--- config.mk ---
export PLATFORM = sky130hd
export DESIGN_NAME = drs_sequencer
export DESIGN_NICKNAME = d
export VERILOG_FILES = /design/src/drs_pkg.sv /design/src/drs_glitch_filter.sv /design/src/drs_sequencer.sv
export SDC_FILE = /design/constraint.sdc
export NUM_CORES = 1
export LEC_CHECK = 0
export ABC_CLOCK_PERIOD_IN_PS = 2050
export BUFFER_PORTS_ARGS = -buffer_cell sky130_fd_sc_hd__buf_4
export CORE_UTILIZATION = 35
export DETAILED_ROUTE_END_ITERATION = 8
export GPL_TIMING_DRIVEN = 0
export HOLD_SLACK_MARGIN = 0.06
export SYNTH_ARGS = -nofsm -noshare
export SYNTH_HDL_FRONTEND = slang
export SYNTH_SLANG_ARGS = --single-unit
--- constraint.sdc ---
create_clock -name ref_clk -period 2.05 [get_ports ref_clk]
set_input_delay 0.1025 -clock ref_clk [delete_from_list [all_inputs] [get_ports ref_clk]]
set_output_delay 0.1025 -clock ref_clk [all_outputs]
set_load 0.03 [all_outputs]
--- src/drs_pkg.sv ---
// Shared constants and types for the display reset sequencer.
// Assumes a single 20 MHz reference clock.
`default_nettype none
package drs_pkg;

    // -------------------------------------------------------------------
    // Clock and timing
    // -------------------------------------------------------------------
    localparam int CLK_MHZ        = 20;
    localparam int CLK_KHZ        = 20000;
    localparam int REJECT_US      = 5;    // Shorter low pulses are ignored.
    localparam int VALID_US       = 9;    // Longer low pulses always reset.
    localparam int PULSE_MIN_US   = 10;   // Least hold time asked of host.
    localparam int LOAD_MAX_MS    = 5;    // Release interval from sleep.
    localparam int ACTIVE_MAX_MS  = 120;  // Release interval from active.
    localparam int CMD_WAIT_MS    = 5;    // Host wait before commands.
    localparam int WAKE_WAIT_MS   = 120;  // Host wait before wake command.
    localparam int REJECT_CYC     = REJECT_US * CLK_MHZ;
    localparam int VALID_CYC      = VALID_US * CLK_MHZ;
    localparam int LOW_ACCEPT_CYC = (REJECT_US + VALID_US) * CLK_MHZ / 2;
    localparam int LOAD_MAX_CYC   = LOAD_MAX_MS * CLK_KHZ;
    localparam int ACTIVE_MAX_CYC = ACTIVE_MAX_MS * CLK_KHZ;
    localparam int BLANK_CYC      = ACTIVE_MAX_CYC - LOAD_MAX_CYC;

    // -------------------------------------------------------------------
    // Widths, storage layout and defaults
    // -------------------------------------------------------------------
    localparam int FILT_W    = 8;
    localparam int TMR_W     = 22;
    localparam int IDX_W     = 3;
    localparam int NVM_WORDS = 5;
    localparam logic [IDX_W-1:0] IDX_ID0  = 3'h0;
    localparam logic [IDX_W-1:0] IDX_ID1  = 3'h1;
    localparam logic [IDX_W-1:0] IDX_ID2  = 3'h2;
    localparam logic [IDX_W-1:0] IDX_COMMON_ELECTRODE_SETTING = 3'h3;
    localparam logic [IDX_W-1:0] IDX_MISC = 3'h4;
    localparam logic [7:0] DEF_ID   = 8'h00;
    localparam logic [7:0] DEF_COMMON_ELECTRODE_SETTING = 8'h00;
    localparam logic [7:0] DEF_MISC = 8'h00;

    typedef enum logic [2:0] {
        ST_RUN   = 3'b000,
        ST_HELD  = 3'b001,
        ST_BLANK = 3'b010,
        ST_LOAD  = 3'b011,
        ST_DONE  = 3'b100
    } drs_state_e;

    typedef struct packed {
        logic [7:0] id0;
        logic [7:0] id1;
        logic [7:0] id2;
        logic [7:0] common_electrode_setting;
        logic [7:0] misc;
    } drs_settings_s;

    typedef struct packed {
        logic              level;
        logic [FILT_W-1:0] cnt;
    } drs_filt_s;

    typedef struct packed {
        drs_state_e        st;
        logic              from_active;
        logic [TMR_W-1:0]  tmr;
        logic [TMR_W-1:0]  ldt;
        logic [IDX_W-1:0]  idx;
        logic              rd_en;
        drs_settings_s     set;
        logic              blank;
        logic              defaults;
        logic              fault;
    } drs_main_s;

endpackage : drs_pkg
`default_nettype wire

--- src/drs_glitch_filter.sv ---
// Glitch filter for the active-low reset pin.
// Assumes the pin is already synchronous to ref_clk.
`timescale 1ns/1ps
`default_nettype none
module drs_glitch_filter
    import drs_pkg::*;
#(
    parameter int LOW_CYC  = LOW_ACCEPT_CYC,
    parameter int HIGH_CYC = REJECT_CYC
) (
    input  wire logic ref_clk,
    input  wire logic nrst,
    input  wire logic reset_pin_active_low,
    output logic      rst_low
);

    // -------------------------------------------------------------------
    // Filter state
    // -------------------------------------------------------------------
    drs_filt_s f_reg;
    drs_filt_s f_next;

    // A change is taken only after it has stood for the full count, so a
    // short spike in either direction never reaches the sequencer.
    always_comb begin
        f_next = f_reg;
        if (reset_pin_active_low == f_reg.level) begin
            f_next.cnt = '0;
        end else if (f_reg.level) begin
            if (f_reg.cnt == FILT_W'(LOW_CYC - 1)) begin
                f_next.level = 1'b0;
                f_next.cnt   = '0;
            end else begin
                f_next.cnt = f_reg.cnt + 1'b1;
            end
        end else begin
            if (f_reg.cnt == FILT_W'(HIGH_CYC - 1)) begin
                f_next.level = 1'b1;
                f_next.cnt   = '0;
            end else begin
                f_next.cnt = f_reg.cnt + 1'b1;
            end
        end
    end

    // State register.
    always_ff @(posedge ref_clk) begin
        if (!nrst) begin
            f_reg <= '{level: 1'b1, cnt: '0};
        end else begin
            f_reg <= f_next;
        end
    end

    assign rst_low = ~f_reg.level;

    // -------------------------------------------------------------------
    // Checks
    // -------------------------------------------------------------------
    // Run lengths of the raw pin, saturating, read only by the checks.
    logic [8:0] low_run_reg;
    logic [8:0] high_run_reg;
    always_ff @(posedge ref_clk) begin
        if (!nrst) begin
            low_run_reg  <= '0;
            high_run_reg <= '0;
        end else begin
            low_run_reg  <= reset_pin_active_low ? 9'h000 :
                            (&low_run_reg ? low_run_reg : low_run_reg + 1'b1);
            high_run_reg <= !reset_pin_active_low ? 9'h000 :
                           (&high_run_reg ? high_run_reg : high_run_reg + 1'b1);
        end
    end

    short_reject_a: assert property (@(posedge ref_clk) disable iff (!nrst)
        $fell(f_reg.level) |-> low_run_reg >= 9'(LOW_CYC))
        else $error("Reset taken from a too short low pulse.");
    long_accept_a: assert property (@(posedge ref_clk) disable iff (!nrst)
        low_run_reg >= 9'(VALID_CYC) |-> rst_low)
        else $error("Long low pulse did not reset.");
    spike_hold_a: assert property (@(posedge ref_clk) disable iff (!nrst)
        $rose(f_reg.level) |-> high_run_reg >= 9'(HIGH_CYC))
        else $error("High spike ended a held reset.");
    spike_seen_c: cover property (@(posedge ref_clk) disable iff (!nrst)
        f_reg.level && low_run_reg == 9'h032 ##1 reset_pin_active_low);

endmodule : drs_glitch_filter
`default_nettype wire

--- src/drs_sequencer.sv ---
// Display reset sequencer: filters the reset pin, blanks the panel, reloads
// identification and common electrode settings, then restores defaults.
// Assumes a synchronous reset pin, a simple word-read storage port and a
// core that reports whether the display is in its active state.
//
// Overview of operation
// - Pulses under 5 us ignored, over 9 us reset.
// - Short high spikes cannot end held reset.
// - A release from sleep reloads stored settings within 5 ms.
// - Release done in 5 ms sleeping, 120 active.
// - Panel blanked during reset; blank sequence from active.
// - Completion restores all hardware reset defaults.
`timescale 1ns/1ps
`default_nettype none
module drs_sequencer
    import drs_pkg::*;
#(
    parameter int LOAD_CYC_MAX = LOAD_MAX_CYC,
    parameter int BLANK_CYCLES = BLANK_CYC
) (
    input  wire logic             ref_clk,
    input  wire logic             nrst,
    input  wire logic             reset_pin_active_low,
    input  wire logic             display_active,
    input  wire logic             host_cmd_valid,
    output logic                  core_cmd_valid,
    output logic                  ready,
    output logic                  panel_blank,
    output logic                  apply_defaults,
    output logic                  nvm_rd_en,
    output logic [IDX_W-1:0]      nvm_addr,
    input  wire logic [7:0]       nvm_rd_data,
    input  wire logic             nvm_rd_valid,
    output logic                  nvm_fault,
    output drs_settings_s         settings
);

    // -------------------------------------------------------------------
    // Helpers
    // -------------------------------------------------------------------
    // Places one stored byte into the settings image by its index.
    function automatic drs_settings_s put_word(input drs_settings_s s,
                                               input logic [IDX_W-1:0] i,
                                               input logic [7:0] d);
        drs_settings_s r;
        r = s;
        unique case (i)
            IDX_ID0:  r.id0 = d;
            IDX_ID1:  r.id1 = d;
            IDX_ID2:  r.id2 = d;
            IDX_COMMON_ELECTRODE_SETTING: r.common_electrode_setting = d;
            IDX_MISC: r.misc = d;
            default:  r = s;
        endcase
        return r;
    endfunction : put_word

    // Saturating timer step, so a long hold cannot wrap the blank timer.
    function automatic logic [TMR_W-1:0] tick(input logic [TMR_W-1:0] t);
        return (&t) ? t : t + 1'b1;
    endfunction : tick

    localparam drs_settings_s SET_DEF = '{id0: DEF_ID, id1: DEF_ID,
        id2: DEF_ID, common_electrode_setting: DEF_COMMON_ELECTRODE_SETTING, misc: DEF_MISC};

    // The pin filter holds a release back by its high count, so the reload
    // gives that time up and the interval still ends in time counted from
    // the pin. LOAD_CYC_MAX must stay well above the filter's high count.
    localparam int LOAD_LIMIT = LOAD_CYC_MAX - REJECT_CYC - 4;

    // -------------------------------------------------------------------
    // Pin filter
    // -------------------------------------------------------------------
    logic rst_low;

    drs_glitch_filter #(
        .LOW_CYC  (LOW_ACCEPT_CYC),
        .HIGH_CYC (REJECT_CYC)
    ) drs_glitch_filter_i (
        .ref_clk              (ref_clk),
        .nrst                 (nrst),
        .reset_pin_active_low (reset_pin_active_low),
        .rst_low              (rst_low)
    );

    // -------------------------------------------------------------------
    // Sequencer state
    // -------------------------------------------------------------------
    drs_main_s m_reg;
    drs_main_s m_next;

    // Next state. A new filtered reset in any phase restarts the sequence,
    // since a half-finished reload must not be trusted.
    always_comb begin
        m_next          = m_reg;
        m_next.defaults = 1'b0;
        unique case (m_reg.st)
            ST_RUN: begin
                if (rst_low) begin
                    m_next.st          = ST_HELD;
                    m_next.from_active = display_active;
                    m_next.tmr         = '0;
                    m_next.blank       = 1'b1;
                end
            end
            ST_HELD: begin
                m_next.tmr = tick(m_reg.tmr);
                if (!rst_low) begin
                    m_next.st    = m_reg.from_active ? ST_BLANK : ST_LOAD;
                    m_next.ldt   = '0;
                    m_next.idx   = '0;
                    m_next.set   = SET_DEF;
                    m_next.fault = 1'b0;
                    m_next.rd_en = !m_reg.from_active;
                end
            end
            ST_BLANK: begin
                // Blanking runs from the start of reset; the rest of the
                // budget is left for the reload.
                m_next.tmr = tick(m_reg.tmr);
                if (rst_low) begin
                    m_next.st  = ST_HELD;
                    m_next.tmr = '0;
                end else if (m_reg.tmr >= TMR_W'(BLANK_CYCLES - 1)) begin
                    m_next.st    = ST_LOAD;
                    m_next.rd_en = 1'b1;
                end
            end
            ST_LOAD: begin
                m_next.ldt = tick(m_reg.ldt);
                if (rst_low) begin
                    m_next.st    = ST_HELD;
                    m_next.tmr   = '0;
                    m_next.rd_en = 1'b0;
                end else if (nvm_rd_valid) begin
                    m_next.set = put_word(m_reg.set, m_reg.idx, nvm_rd_data);
                    if (m_reg.idx == IDX_W'(NVM_WORDS - 1)) begin
                        m_next.st    = ST_DONE;
                        m_next.rd_en = 1'b0;
                    end else begin
                        m_next.idx = m_reg.idx + 1'b1;
                    end
                end else if (m_reg.ldt >= TMR_W'(LOAD_LIMIT)) begin
                    // A silent store must not stall the release; the
                    // defaults stay in place and the fault is reported.
                    m_next.st    = ST_DONE;
                    m_next.rd_en = 1'b0;
                    m_next.fault = 1'b1;
                end
            end
            ST_DONE: begin
                m_next.st       = ST_RUN;
                m_next.defaults = 1'b1;
                m_next.blank    = 1'b0;
            end
            default: begin
                m_next.st = ST_HELD;
            end
        endcase
    end

    // State register. Power-on starts with a reload from the low-power state.
    always_ff @(posedge ref_clk) begin
        if (!nrst) begin
            m_reg <= '{st: ST_LOAD, from_active: 1'b0, tmr: '0, ldt: '0,
                       idx: '0, rd_en: 1'b1, set: SET_DEF, blank: 1'b1,
                       defaults: 1'b0, fault: 1'b0};
        end else begin
            m_reg <= m_next;
        end
    end

    // -------------------------------------------------------------------
    // Outputs
    // -------------------------------------------------------------------
    // Commands pass only in the run state and not in the cycle a reset is
    // first seen, so nothing slips through during the release interval.
    assign ready          = (m_reg.st == ST_RUN);
    assign core_cmd_valid = host_cmd_valid & ready & ~rst_low;
    assign panel_blank    = m_reg.blank;
    assign apply_defaults = m_reg.defaults;
    assign nvm_rd_en      = m_reg.rd_en;
    assign nvm_addr       = m_reg.idx;
    assign nvm_fault      = m_reg.fault;
    assign settings       = m_reg.set;

    // -------------------------------------------------------------------
    // Checks
    // -------------------------------------------------------------------
    // Cycles since filtered release, read only by the checks.
    logic [TMR_W-1:0] rel_cnt_reg;
    always_ff @(posedge ref_clk) begin
        if (!nrst) begin
            rel_cnt_reg <= '0;
        end else if (m_reg.st == ST_RUN || m_reg.st == ST_HELD) begin
            rel_cnt_reg <= '0;
        end else begin
            rel_cnt_reg <= tick(rel_cnt_reg);
        end
    end

    blank_hold_a: assert property (
        @(posedge ref_clk) disable iff (!nrst)
        m_reg.st != ST_RUN |-> panel_blank)
        else $error("Panel not blanked during reset.");
    reset_entry_a: assert property (
        @(posedge ref_clk) disable iff (!nrst)
        ready && rst_low |=> m_reg.st == ST_HELD && panel_blank)
        else $error("Filtered reset did not start the sequence.");
    cmd_block_a: assert property (
        @(posedge ref_clk) disable iff (!nrst)
        rst_low |=> !core_cmd_valid)
        else $error("Command passed during reset.");
    reload_start_a: assert property (
        @(posedge ref_clk) disable iff (!nrst)
        m_reg.st == ST_HELD && !rst_low && !m_reg.from_active
        |=> nvm_rd_en && nvm_addr == 3'h0)
        else $error("Release did not start the reload.");
    sleep_release_a: assert property (
        @(posedge ref_clk) disable iff (!nrst)
        !ready && m_reg.st != ST_HELD && !m_reg.from_active
        |-> rel_cnt_reg < TMR_W'(LOAD_CYC_MAX - REJECT_CYC))
        else $error("Release from sleep exceeded its limit.");
    active_release_a: assert property (
        @(posedge ref_clk) disable iff (!nrst)
        !ready && m_reg.st != ST_HELD
        |-> rel_cnt_reg < TMR_W'(BLANK_CYCLES + LOAD_CYC_MAX))
        else $error("Release from active exceeded its limit.");
    defaults_a: assert property (
        @(posedge ref_clk) disable iff (!nrst)
        $rose(ready) |-> apply_defaults && !panel_blank)
        else $error("Defaults not applied on completion.");
    cover_sleep_c: cover property (@(posedge ref_clk) disable iff (!nrst)
        m_reg.st == ST_HELD && !m_reg.from_active ##1 m_reg.st == ST_LOAD);
    cover_active_c: cover property (@(posedge ref_clk) disable iff (!nrst)
        m_reg.st == ST_BLANK ##1 m_reg.st == ST_LOAD);
    cover_fault_c: cover property (@(posedge ref_clk) disable iff (!nrst)
        $rose(nvm_fault));

endmodule : drs_sequencer
`default_nettype wire

==> flow_results.org, run 1 <==
** Critical path
- Critical path endpoint category :: flip-flop
- The critical path is of the flip-flop to flip-flop type.
- Data required, critical path :: roughly 2400 ps
- Setup slack of the worst register-to-register path :: 40 ps
- Worst path arrival time :: 2300 ps
- CP max FO :: 7
- For the worst flop-to-flop path, the logic depth is 6.
- Startpoint kind of the worst setup timing path :: flip-flop

** Clock tree
- Clock sink count :: approximately 100
- Clock latency on the worst-skew pair, taken at its later pin, is roughly 360 ps.
- CTS placed an instance of sky130_fd_sc_hd__clkbuf_16 at the clock tree root.
- Clock transition at the registers of the reported paths :: 80 ps
- TritonCTS built the clock tree.
- The H-tree generated during clock tree synthesis spans 3 levels.
- Counting the buffers created by CTS gives 9.
- Largest buffer count on any clock path :: 2

** Synthesis
- After synthesis the cells add up to 5369 um^2.
- Of the total synthesized cell area, the portion taken by XOR and XNOR cells is 0.02284.
- Dominant combinational cell family by area after synthesis :: simple AND/OR/NAND/NOR gates
- In this run, distinct cell masters in the synthesized netlist total 66.
- Seq cells post-synth :: approximately 100
- Dominant register cell in the synthesized netlist :: sky130_fd_sc_hd__dfxtp_1
- Post-synthesis sequential area ratio :: 0.3878
- The Yosys step of the flow raised 0 warnings.
- Of the total synthesized cell area, the portion taken by full adders, half adders and majority gates is 0.02097.
- Net count after synthesis :: ~640
- Fraction of the mapped netlist area in compound gates :: 0.1550
- Syn Area/Cell :: 8.744 um^2
- Post-synthesis cell count :: 614
- Post-synth EDFFs :: 0
- Multiplexer share of the synthesized area :: 0.08017
- Simple-Gate Fraction of Synth Area :: 0.2370
- In the synthesized netlist the async set-or-reset flop fraction comes to 0.

** Pwr
- Leakage :: 2.683 nW
- Dividing total power by cell area gives a power density of around 1200 nW/um^2.
- Across the VDD grid, the largest voltage drop is 0.7381 mV.

** Place
- At the end of routability-driven placement, the weighted congestion stood at 0.8619.
- Buffers placed on the I/O ports in this run total 62.
- Detailed placement finished with a half-perimeter wire length of roughly 9500 um.
- Number of cells in the design after placement :: 860

** Timing
- Count of final hold-check violations :: 0
- Period utilization :: 0.9802
- Relative slew margins :: 0.6306
- Final-report setup violation count :: 0
- Adding up every negative setup slack in the final design gives 0 ps.
- For the pin with the worst max-slew slack, the measured transition is between 500 and 600 ps.
- Max-slew violation count :: 0
- Across the routed clock network, the largest skew measured is 9.791 ps.
- Based on the critical path, the design can be clocked at up to 0.4977 GHz.
- For the finished layout, the period the worst path requires is 2009 ps.

** Cells and area
- The layout has around 1400 filler cells.
- Most common cell after layout, fill and taps aside :: sky130_fd_sc_hd__buf_4
- For this run, the share of the core covered by cells in the final layout is 0.4675.
- The top cell types in the final layout, fill and taps aside, are sky130_fd_sc_hd__buf_4 (123), sky130_fd_sc_hd__dfxtp_1 (82), sky130_fd_sc_hd__nor2_1 (76).
- At the end of the flow, the number of nets in the layout was 729.
- Area grow syn2layout :: 28.48%
- Final cell count without fillers :: 895
- The repair_antennas step left the layout with diodes totalling 0.
- Largest register FFs :: 48
- Of the cells placed in the final design, the portion with a size suffix greater than 1 is 0.3277.

** Min path
- Hold Crit Depth :: 4
- The worst hold path belongs to the class input pin to flip-flop.

** Global route
- Total congestion overflow :: 0
- First-pass GRT wire length :: between 20000 and 25000 um
- Global-route usage over all layers :: 0.1736
- Vias in the first global route :: about 4500
- The initial antenna violation count was 0.
- Maximum number of pins on one net before global-route repair :: 22

** Route
- In this run the remaining antenna-violating nets after routing total 0.
- Total Routed Length :: 13650 um
- Vias per std cell :: 5.323
- The first routing iteration left 235 violations.
- The first TritonRoute pass finished after 4 iterations.
- In the routed design, unresolved DRC markers number 0.
- After detailed routing, the average wire length per cell comes to 15.25 um.
- For this block, the via count after detailed routing is 4764.

** Floorplanning
- For this configuration, the core starts out at a cell density of 0.3639.
- After floorplanning, the core was sized to cover 14750 um^2.
- In this run the vertical extent of the chip is 125.9 um.
- Number of placed I/O pins :: 63
- The die covers about 16000 um^2.
- Row Count :: between 40 and 50
- The floorplan step set the die width to 125.9 um.

** Run
- Number of maximum-capacitance constraint violations :: 0

** Run status
- The flow ran to the end, and the final reports show no timing, DRC or antenna violations.
-- layout make-up --
cell class	instances	area (um^2)	area share
sequential	104	2125	0.3080
inverter	18	67.56	0.009795
tap	184	230.2	0.03338
multi-input combinational	425	3008	0.4361
timing repair buffer	85	690.7	0.1001
buffer	63	469.2	0.06802
clock buffer	9	225.2	0.03265
clock inverter	7	82.58	0.01197
-- synthesized netlist by cell type (5+ instances only) --
| library cell | instances | area [um^2] |
|---|---|---|
| sky130_fd_sc_hd__a211oi_1 | 6 | 45.04 |
| sky130_fd_sc_hd__a21oi_1 | 31 | 155.2 |
| sky130_fd_sc_hd__a21oi_2 | 6 | 52.55 |
| sky130_fd_sc_hd__and2_1 | 9 | 56.30 |
| sky130_fd_sc_hd__and3_1 | 8 | 50.05 |
| sky130_fd_sc_hd__buf_4 | 43 | 322.8 |
| sky130_fd_sc_hd__clkbuf_1 | 16 | 60.06 |
| sky130_fd_sc_hd__dfxtp_1 | 104 | 2082 |
| sky130_fd_sc_hd__ha_1 | 9 | 112.6 |
| sky130_fd_sc_hd__inv_1 | 18 | 67.56 |
| sky130_fd_sc_hd__mux2i_1 | 43 | 430.4 |
| sky130_fd_sc_hd__nand2_1 | 39 | 146.4 |
| sky130_fd_sc_hd__nand3_1 | 22 | 110.1 |
| sky130_fd_sc_hd__nand4_1 | 7 | 43.79 |
| sky130_fd_sc_hd__nor2_1 | 78 | 292.8 |
| sky130_fd_sc_hd__nor3_1 | 9 | 45.04 |
| sky130_fd_sc_hd__nor4_1 | 6 | 37.54 |
| sky130_fd_sc_hd__o21ai_0 | 23 | 115.1 |
| sky130_fd_sc_hd__o31ai_1 | 14 | 105.1 |
| sky130_fd_sc_hd__or3_1 | 14 | 87.58 |
| sky130_fd_sc_hd__or4_1 | 9 | 67.56 |
| sky130_fd_sc_hd__xnor2_1 | 9 | 78.83 |
| sky130_fd_sc_hd__xor2_1 | 5 | 43.79 |
-- logic make-up (layout without fill, tap and decap cells) --
family / Yosys count / count (layout)
compound gates: 120 / 120
flops: 104 / 104
mux: 43 / 43
fa+ha+maj: 9 / 9
xor+xnor: 14 / 14
buf+inv: 85 / 182
simple gates: 239 / 239
-- what timing repair did --
item                                   in CTS  in global routing
pin swaps                                   6                  8
setup endpoints to repair                  90                 87
endpoints found under the hold margin       1                  0
hold buffers                                1                  0
buffers inserted                           12                 10
resized for setup                          54                 35
-- path summary, 6_finish.rpt --
check                                  to                    startpoint
min reg2reg  drs_glitch_filter_i.f_reg[0]  drs_glitch_filter_i.f_reg[0]
max reg2reg                     m_reg[62]                     m_reg[92]
max                             m_reg[62]                     m_reg[92]
min          drs_glitch_filter_i.f_reg[8]          reset_pin_active_low
-- metal layers --
layer,GRT usage,vias to the layer above,part of all wire
li1,-,2353,-
met1,0.2120,2291,0.45
met2,0.3046,101,0.50
met3,0.04291,19,0.040
met4,0.04394,0,0.012
met5,0,-,0
-- through the flow --
stage	instance area [um^2]	hold slack (ps)	worst slack, ps	power [mW]
floorplan	5369	249.7	29.23	5.059
global placement	6065	370.7	-334.6	5.955
detailed placement	6065	369.4	-427.4	6.005
CTS	6725	64.17	6.028	8.284
global route	6898	86.24	-8.484	8.800
finish	6898	86.14	40.57	8.365
-- report_power, final --
group	internal, mW	switching (mW)
Clock	0.876	0.896
Sequential	2.33	0.199
Combinational	1.83	2.24
-- worst max-delay path, stage by stage, from the launching register on --
cell                       delay (ps)
sky130_fd_sc_hd__dfxtp_2          320
sky130_fd_sc_hd__buf_6            110
sky130_fd_sc_hd__nand2b_4          60
sky130_fd_sc_hd__or4_4            490
sky130_fd_sc_hd__a31o_4           260
sky130_fd_sc_hd__or4_2            560
sky130_fd_sc_hd__a21oi_2          150
Power figures use the tool's default switching activity.
==> run 2: changes to the inputs <==
--- a/config.mk
+++ b/config.mk
@@ -7,10 +7,12 @@
 export LEC_CHECK = 0
 export ABC_CLOCK_PERIOD_IN_PS = 2050
 export BUFFER_PORTS_ARGS = -buffer_cell sky130_fd_sc_hd__buf_4
-export CORE_UTILIZATION = 35
+export CORE_UTILIZATION = 50
 export DETAILED_ROUTE_END_ITERATION = 8
 export GPL_TIMING_DRIVEN = 0
 export HOLD_SLACK_MARGIN = 0.06
+export PLACE_DENSITY = 0.73
 export SYNTH_ARGS = -nofsm -noshare
 export SYNTH_HDL_FRONTEND = slang
+export SYNTH_HIERARCHICAL = 1
 export SYNTH_SLANG_ARGS = --single-unit
==> run 2 against run 1 <==
The flow now finishes with violations (setup timing). Flip-flop and latch count unchanged. Sequential share of layout area rose by 2.2 points. Total power shrank 5.4%. Final cell count decreased by 9.4%. Die area decreased by 32%. Sequential power is essentially flat. Setup slack worse by 72 ps. Register-to-register slack worse by 70 ps. First-iteration DRC count shrank 42%. Synthesized area shrank 4.2%. Synthesized cell count shrank 4.6%. Critical endpoint is now m_reg[92]. Largest power group unchanged.
==> flow_results.org, run 2 <==
** Run status
- Outcome :: complete, but fails checks
- Failing checks :: setup timing

** Synthesis
- Top cell type by total area after synthesis :: sky130_fd_sc_hd__dfxtp_1
- Area share of fa/ha/maj cells after synthesis :: 0.02189 (+0.0009184)
- Synthesized cell area :: 5144 um^2 (-4.2%)
- The number of register bits inferred by synthesis was 104 (unchanged).
- Post-synth EDFFs :: 0 (unchanged)
- The average size of a mapped cell is 8.778 um^2 (+0.38%).
- The count of warnings emitted by yosys came to 6 (+6).
- Dominant register cell in the synthesized netlist :: sky130_fd_sc_hd__dfxtp_1
- By area, the combinational part of the netlist is dominated by simple AND/OR/NAND/NOR gates.
- Area share of the largest cell type after synthesis :: 0.4048 (+0.01698)
- The multiplexer area fraction after synthesis came to 0.08830 (+0.008132).
- The share of the synthesized netlist area taken by xor and xnor gates was 0.06641 (+0.04357).
- FFs w/ async S/R, synth :: 0 (unchanged)
- The complex-gate fraction of the synthesized area was 0.08003 (-0.07495).
- The synthesized netlist net count came to 609 (-4.4%).
- Netlist cell types :: 52 (-21%)
- The simple-gate share of the synthesized area came to 0.2467 (+0.009648).
- In the post-synthesis netlist, the cell with the most instances is sky130_fd_sc_hd__dfxtp_1.
- Post-synthesis cell count :: 586 (-4.6%)
- The sequential element share of the synthesized area was 0.4048 (+0.01698).
- The commonest cells after synthesis are sky130_fd_sc_hd__dfxtp_1 (104), sky130_fd_sc_hd__nor2_1 (103), sky130_fd_sc_hd__buf_4 (44).
- Leading cell types by total area after synthesis :: sky130_fd_sc_hd__dfxtp_1 (40%), sky130_fd_sc_hd__mux2i_1 (8.2%), sky130_fd_sc_hd__nor2_1 (7.5%)

** Cells and area
- Area grow syn2layout :: 23.64%
- Largest register FFs :: 48 (unchanged)
- Most common cell after layout, fill and taps aside :: sky130_fd_sc_hd__buf_4
- Cell area after layout :: 6360 um^2 (-7.8%)
- Final Net Count :: 696 (-4.5%)
- Leaving out fill and tap cells, the most frequent cells in the layout are sky130_fd_sc_hd__buf_4 (115), sky130_fd_sc_hd__nor2_1 (102), sky130_fd_sc_hd__dfxtp_1 (92).
- The share of final-layout standard cells stronger than drive strength 1 is 0.2950 (-0.03272).
- The number of diodes added for antenna fixing was 0 (unchanged).

** Critical path
- The worst setup path is of the flip-flop to flip-flop kind.
- Startpoint of the worst-slack reg-to-reg timing path :: m_reg[77]
- Critical path endpoint category :: flip-flop
- Worst path arrival time :: 2350 ps (+50 ps)
- CP Cell Sequence :: or4_4 -> a31oi_4 -> a21oi_4 -> nor4_4 -> nor3_2 -> or3_1
- Startpoint kind of the worst setup timing path :: flip-flop
- The maximum fanout along the worst path was 5 (-2).
- Data required, critical path :: 2310 ps (-40 ps)
- In this run the worst setup path begins at m_reg[77].
- Worst-path cell with the longest stage delay :: sky130_fd_sc_hd__or4_4
- The setup slack on the worst flop-to-flop path came to -30 ps (-70 ps).
- The longest individual stage delay on the worst path is 540 ps (-20 ps).

** Min path
- The path class of the tightest hold or removal check is input pin to flip-flop.
- Start point of the worst hold path :: nvm_rd_valid

** Floorplanning
- Row Count :: 36 (-18%)
- The top-level I/O count was 63 (unchanged).
- Starting utilization of the core area :: 0.5214 (+0.1575)
- Area of the core :: 9864 um^2 (-33%)
- The die extent in y came to 103.4 um (-18%).
- The area of the die was 10700 um^2 (-32%).
- The chip width was 103.4 um (-18%).

** Pwr
- The leakage power came to 2.648 nW (-1.3%).
- Overall power :: 7.915 mW (-5.4%)
- Pwr/cell area :: 1244 nW/um^2 (+2.6%)
- Maximum resistive drop on vdd :: 0.9574 mV (+30%)

** Timing
- Post-route setup slack :: -31.88 ps (-72.45 ps)
- Final-report setup violation count :: 1 (+1)
- Clock period minus worst slack :: 2082 ps (+72.45 ps)
- The highest attainable clock frequency came to 0.4803 GHz (-3.5%).
- The relative slew slack came to 0.6270 (-0.003564).
- The max-slew violation count was 0 (unchanged).
- Slew at the pin closest to its max-slew limit :: 559.5 ps (+5.347 ps)
- Setup repair after global routing could not meet its margin everywhere.
- The setup clock skew after layout is 16.77 ps (+6.981 ps).
- Period utilization :: 1.016 (+0.03534)
- Final-layout setup total negative slack :: -31.88 ps (-31.88 ps)
- Count of final hold-check violations :: 0 (unchanged)

** Route
- Number of DRC violations after detailed routing :: 0 (unchanged)
- The total wire length was 11470 um (-16%).
- Vias per std cell :: 5.197 (-2.4%)
- Wire length per cell :: 14.15 um (-7.2%)
- Detailed-routing iteration count for the pre-antenna-repair pass :: 4 (unchanged)
- Antenna Violating Nets Remaining :: 0 (unchanged)
- The number of violations reported at the end of detailed-routing iteration 0 was 136 (-42%).
- The detailed-route via count is 4215 (-12%).

** Place
- DP Area :: 5776 um^2 (-4.8%)
- Half-perimeter wire length after detailed placement :: 7986 um (-16%)
- Total of buffers placed on input and output ports :: 62 (unchanged)
- The weighted congestion at the end of routability-driven global placement is 0.8617 (about the same).

** Global route
- Maximum number of pins on one net before global-route repair :: 19 (-14%)
- First-pass GRT wire length :: 18340 um (-17%)
- The fraction of met1 tracks used by global routing was 0.2735 (+0.06148).
- The via count of the first global-routing pass came to 3956 (-12%).
- The aggregate global-route resource usage was 0.2232 (+0.04968).
- Met3 track demand over resource in global routing :: 0.07863 (+0.03572)
- Total congestion overflow :: 0 (unchanged)
- The met2 usage came to 0.3663 (+0.06170).
- Most crowded layer after global routing :: met2
- The initial antenna violation count came to 0 (unchanged).

** Clock tree
- The buffer depth of the longest clock path came to 2 (unchanged).
- Clock buffers created by TritonCTS :: 9 (unchanged)
- The clock-pin slew on the worst setup and hold paths came to 110 ps (+30 ps).
- TritonCTS built the clock tree.
- The total clock sinks was 104 (unchanged).
- CTS placed an instance of sky130_fd_sc_hd__clkbuf_8 at the clock tree root.
- H-tree depth :: 3 (unchanged)
- Worst-skew pair later-pin latency :: 390 ps (+30 ps)

** Run
- The count of maximum capacitance violations was 0 (unchanged).
-- run 2: cell types whose count changed after synthesis, moves of 8 or more --
| cell | delta |
|---|---|
| sky130_fd_sc_hd__nor2_1 | +25 |
| sky130_fd_sc_hd__o21ai_0 | -14 |
| sky130_fd_sc_hd__o31ai_1 | -13 |
| sky130_fd_sc_hd__a21oi_1 | -12 |
| sky130_fd_sc_hd__xor2_1 | +23 |
| sky130_fd_sc_hd__and3_1 | +8 |
-- run 2: worst max-delay path, delay by kind of cell (launching register included) --
family | cells | cell delay, ps
compound gates | 2 | 270
flops | 1 | 350
simple gates | 4 | 1360
-- run 2: kinds of logic after synthesis --
family / after synthesis
buffers and inverters: 81
and+or+nand+nor: 250
xor gates and xnor gates: 39
DFF: 104
adders and majority gates: 9
muxes: 45
AOI/OAI and AO/OA: 58
-- run 2: cell type report --
type | count | area (um^2)
fill | 813 | 3505
multi-input combinational | 401 | 2764
inverter | 18 | 67.56
buffer | 61 | 410.4
clock buffer | 10 | 137.6
clock inverter | 6 | 71.32
tap | 133 | 166.4
timing repair buffer | 78 | 645.6
sequential | 104 | 2097
-- run 2: metal layers --
metal / up-vias / wire length [um]
met5: - / 0
met4: 0 / 157
met3: 15 / 547
met2: 78 / 5441
met1: 1991 / 5327
li1: 2131 / -
-- run 2: worst paths after layout --
kind | endpoint | cells after the start
worst min register to register | drs_glitch_filter_i/f_reg[0] | 1
worst max register to register | m_reg[92] | 6
worst max-delay path | m_reg[92] | 6
worst min-delay path | nvm_addr[0] | 5
-- run 2: timing repair --
| action | in CTS | in global routing |
|---|---|---|
| buffers inserted | 3 | 9 |
| gates resized for setup | 9 | 54 |
| hold buffers | 4 | 0 |
| setup endpoints to repair | 46 | 59 |
| pin swaps | 1 | 10 |
| hold endpoints to repair | 3 | 0 |
-- run 2: power breakdown --
group	total (mW)	internal, mW	switching (mW)	leakage, nW
Combinational	4.04	1.78	2.26	1.69
Sequential	2.52	2.32	0.199	0.849
Clock	1.35	0.613	0.740	0.105
Total	7.91	4.72	3.20	2.65
-- run 2: stage by stage --
step	cells	worst slack (ps)	hold WS (ps)	utilization
floorplan	586	69.17	178.7	-
global placement	781	-94.09	320.1	0.5855
detailed placement	781	-176.8	328.8	0.5855
CTS	803	-53.83	130.3	0.6172
global route	811	-70.46	164.8	0.6447
finish	811	-31.88	152.4	0.6447
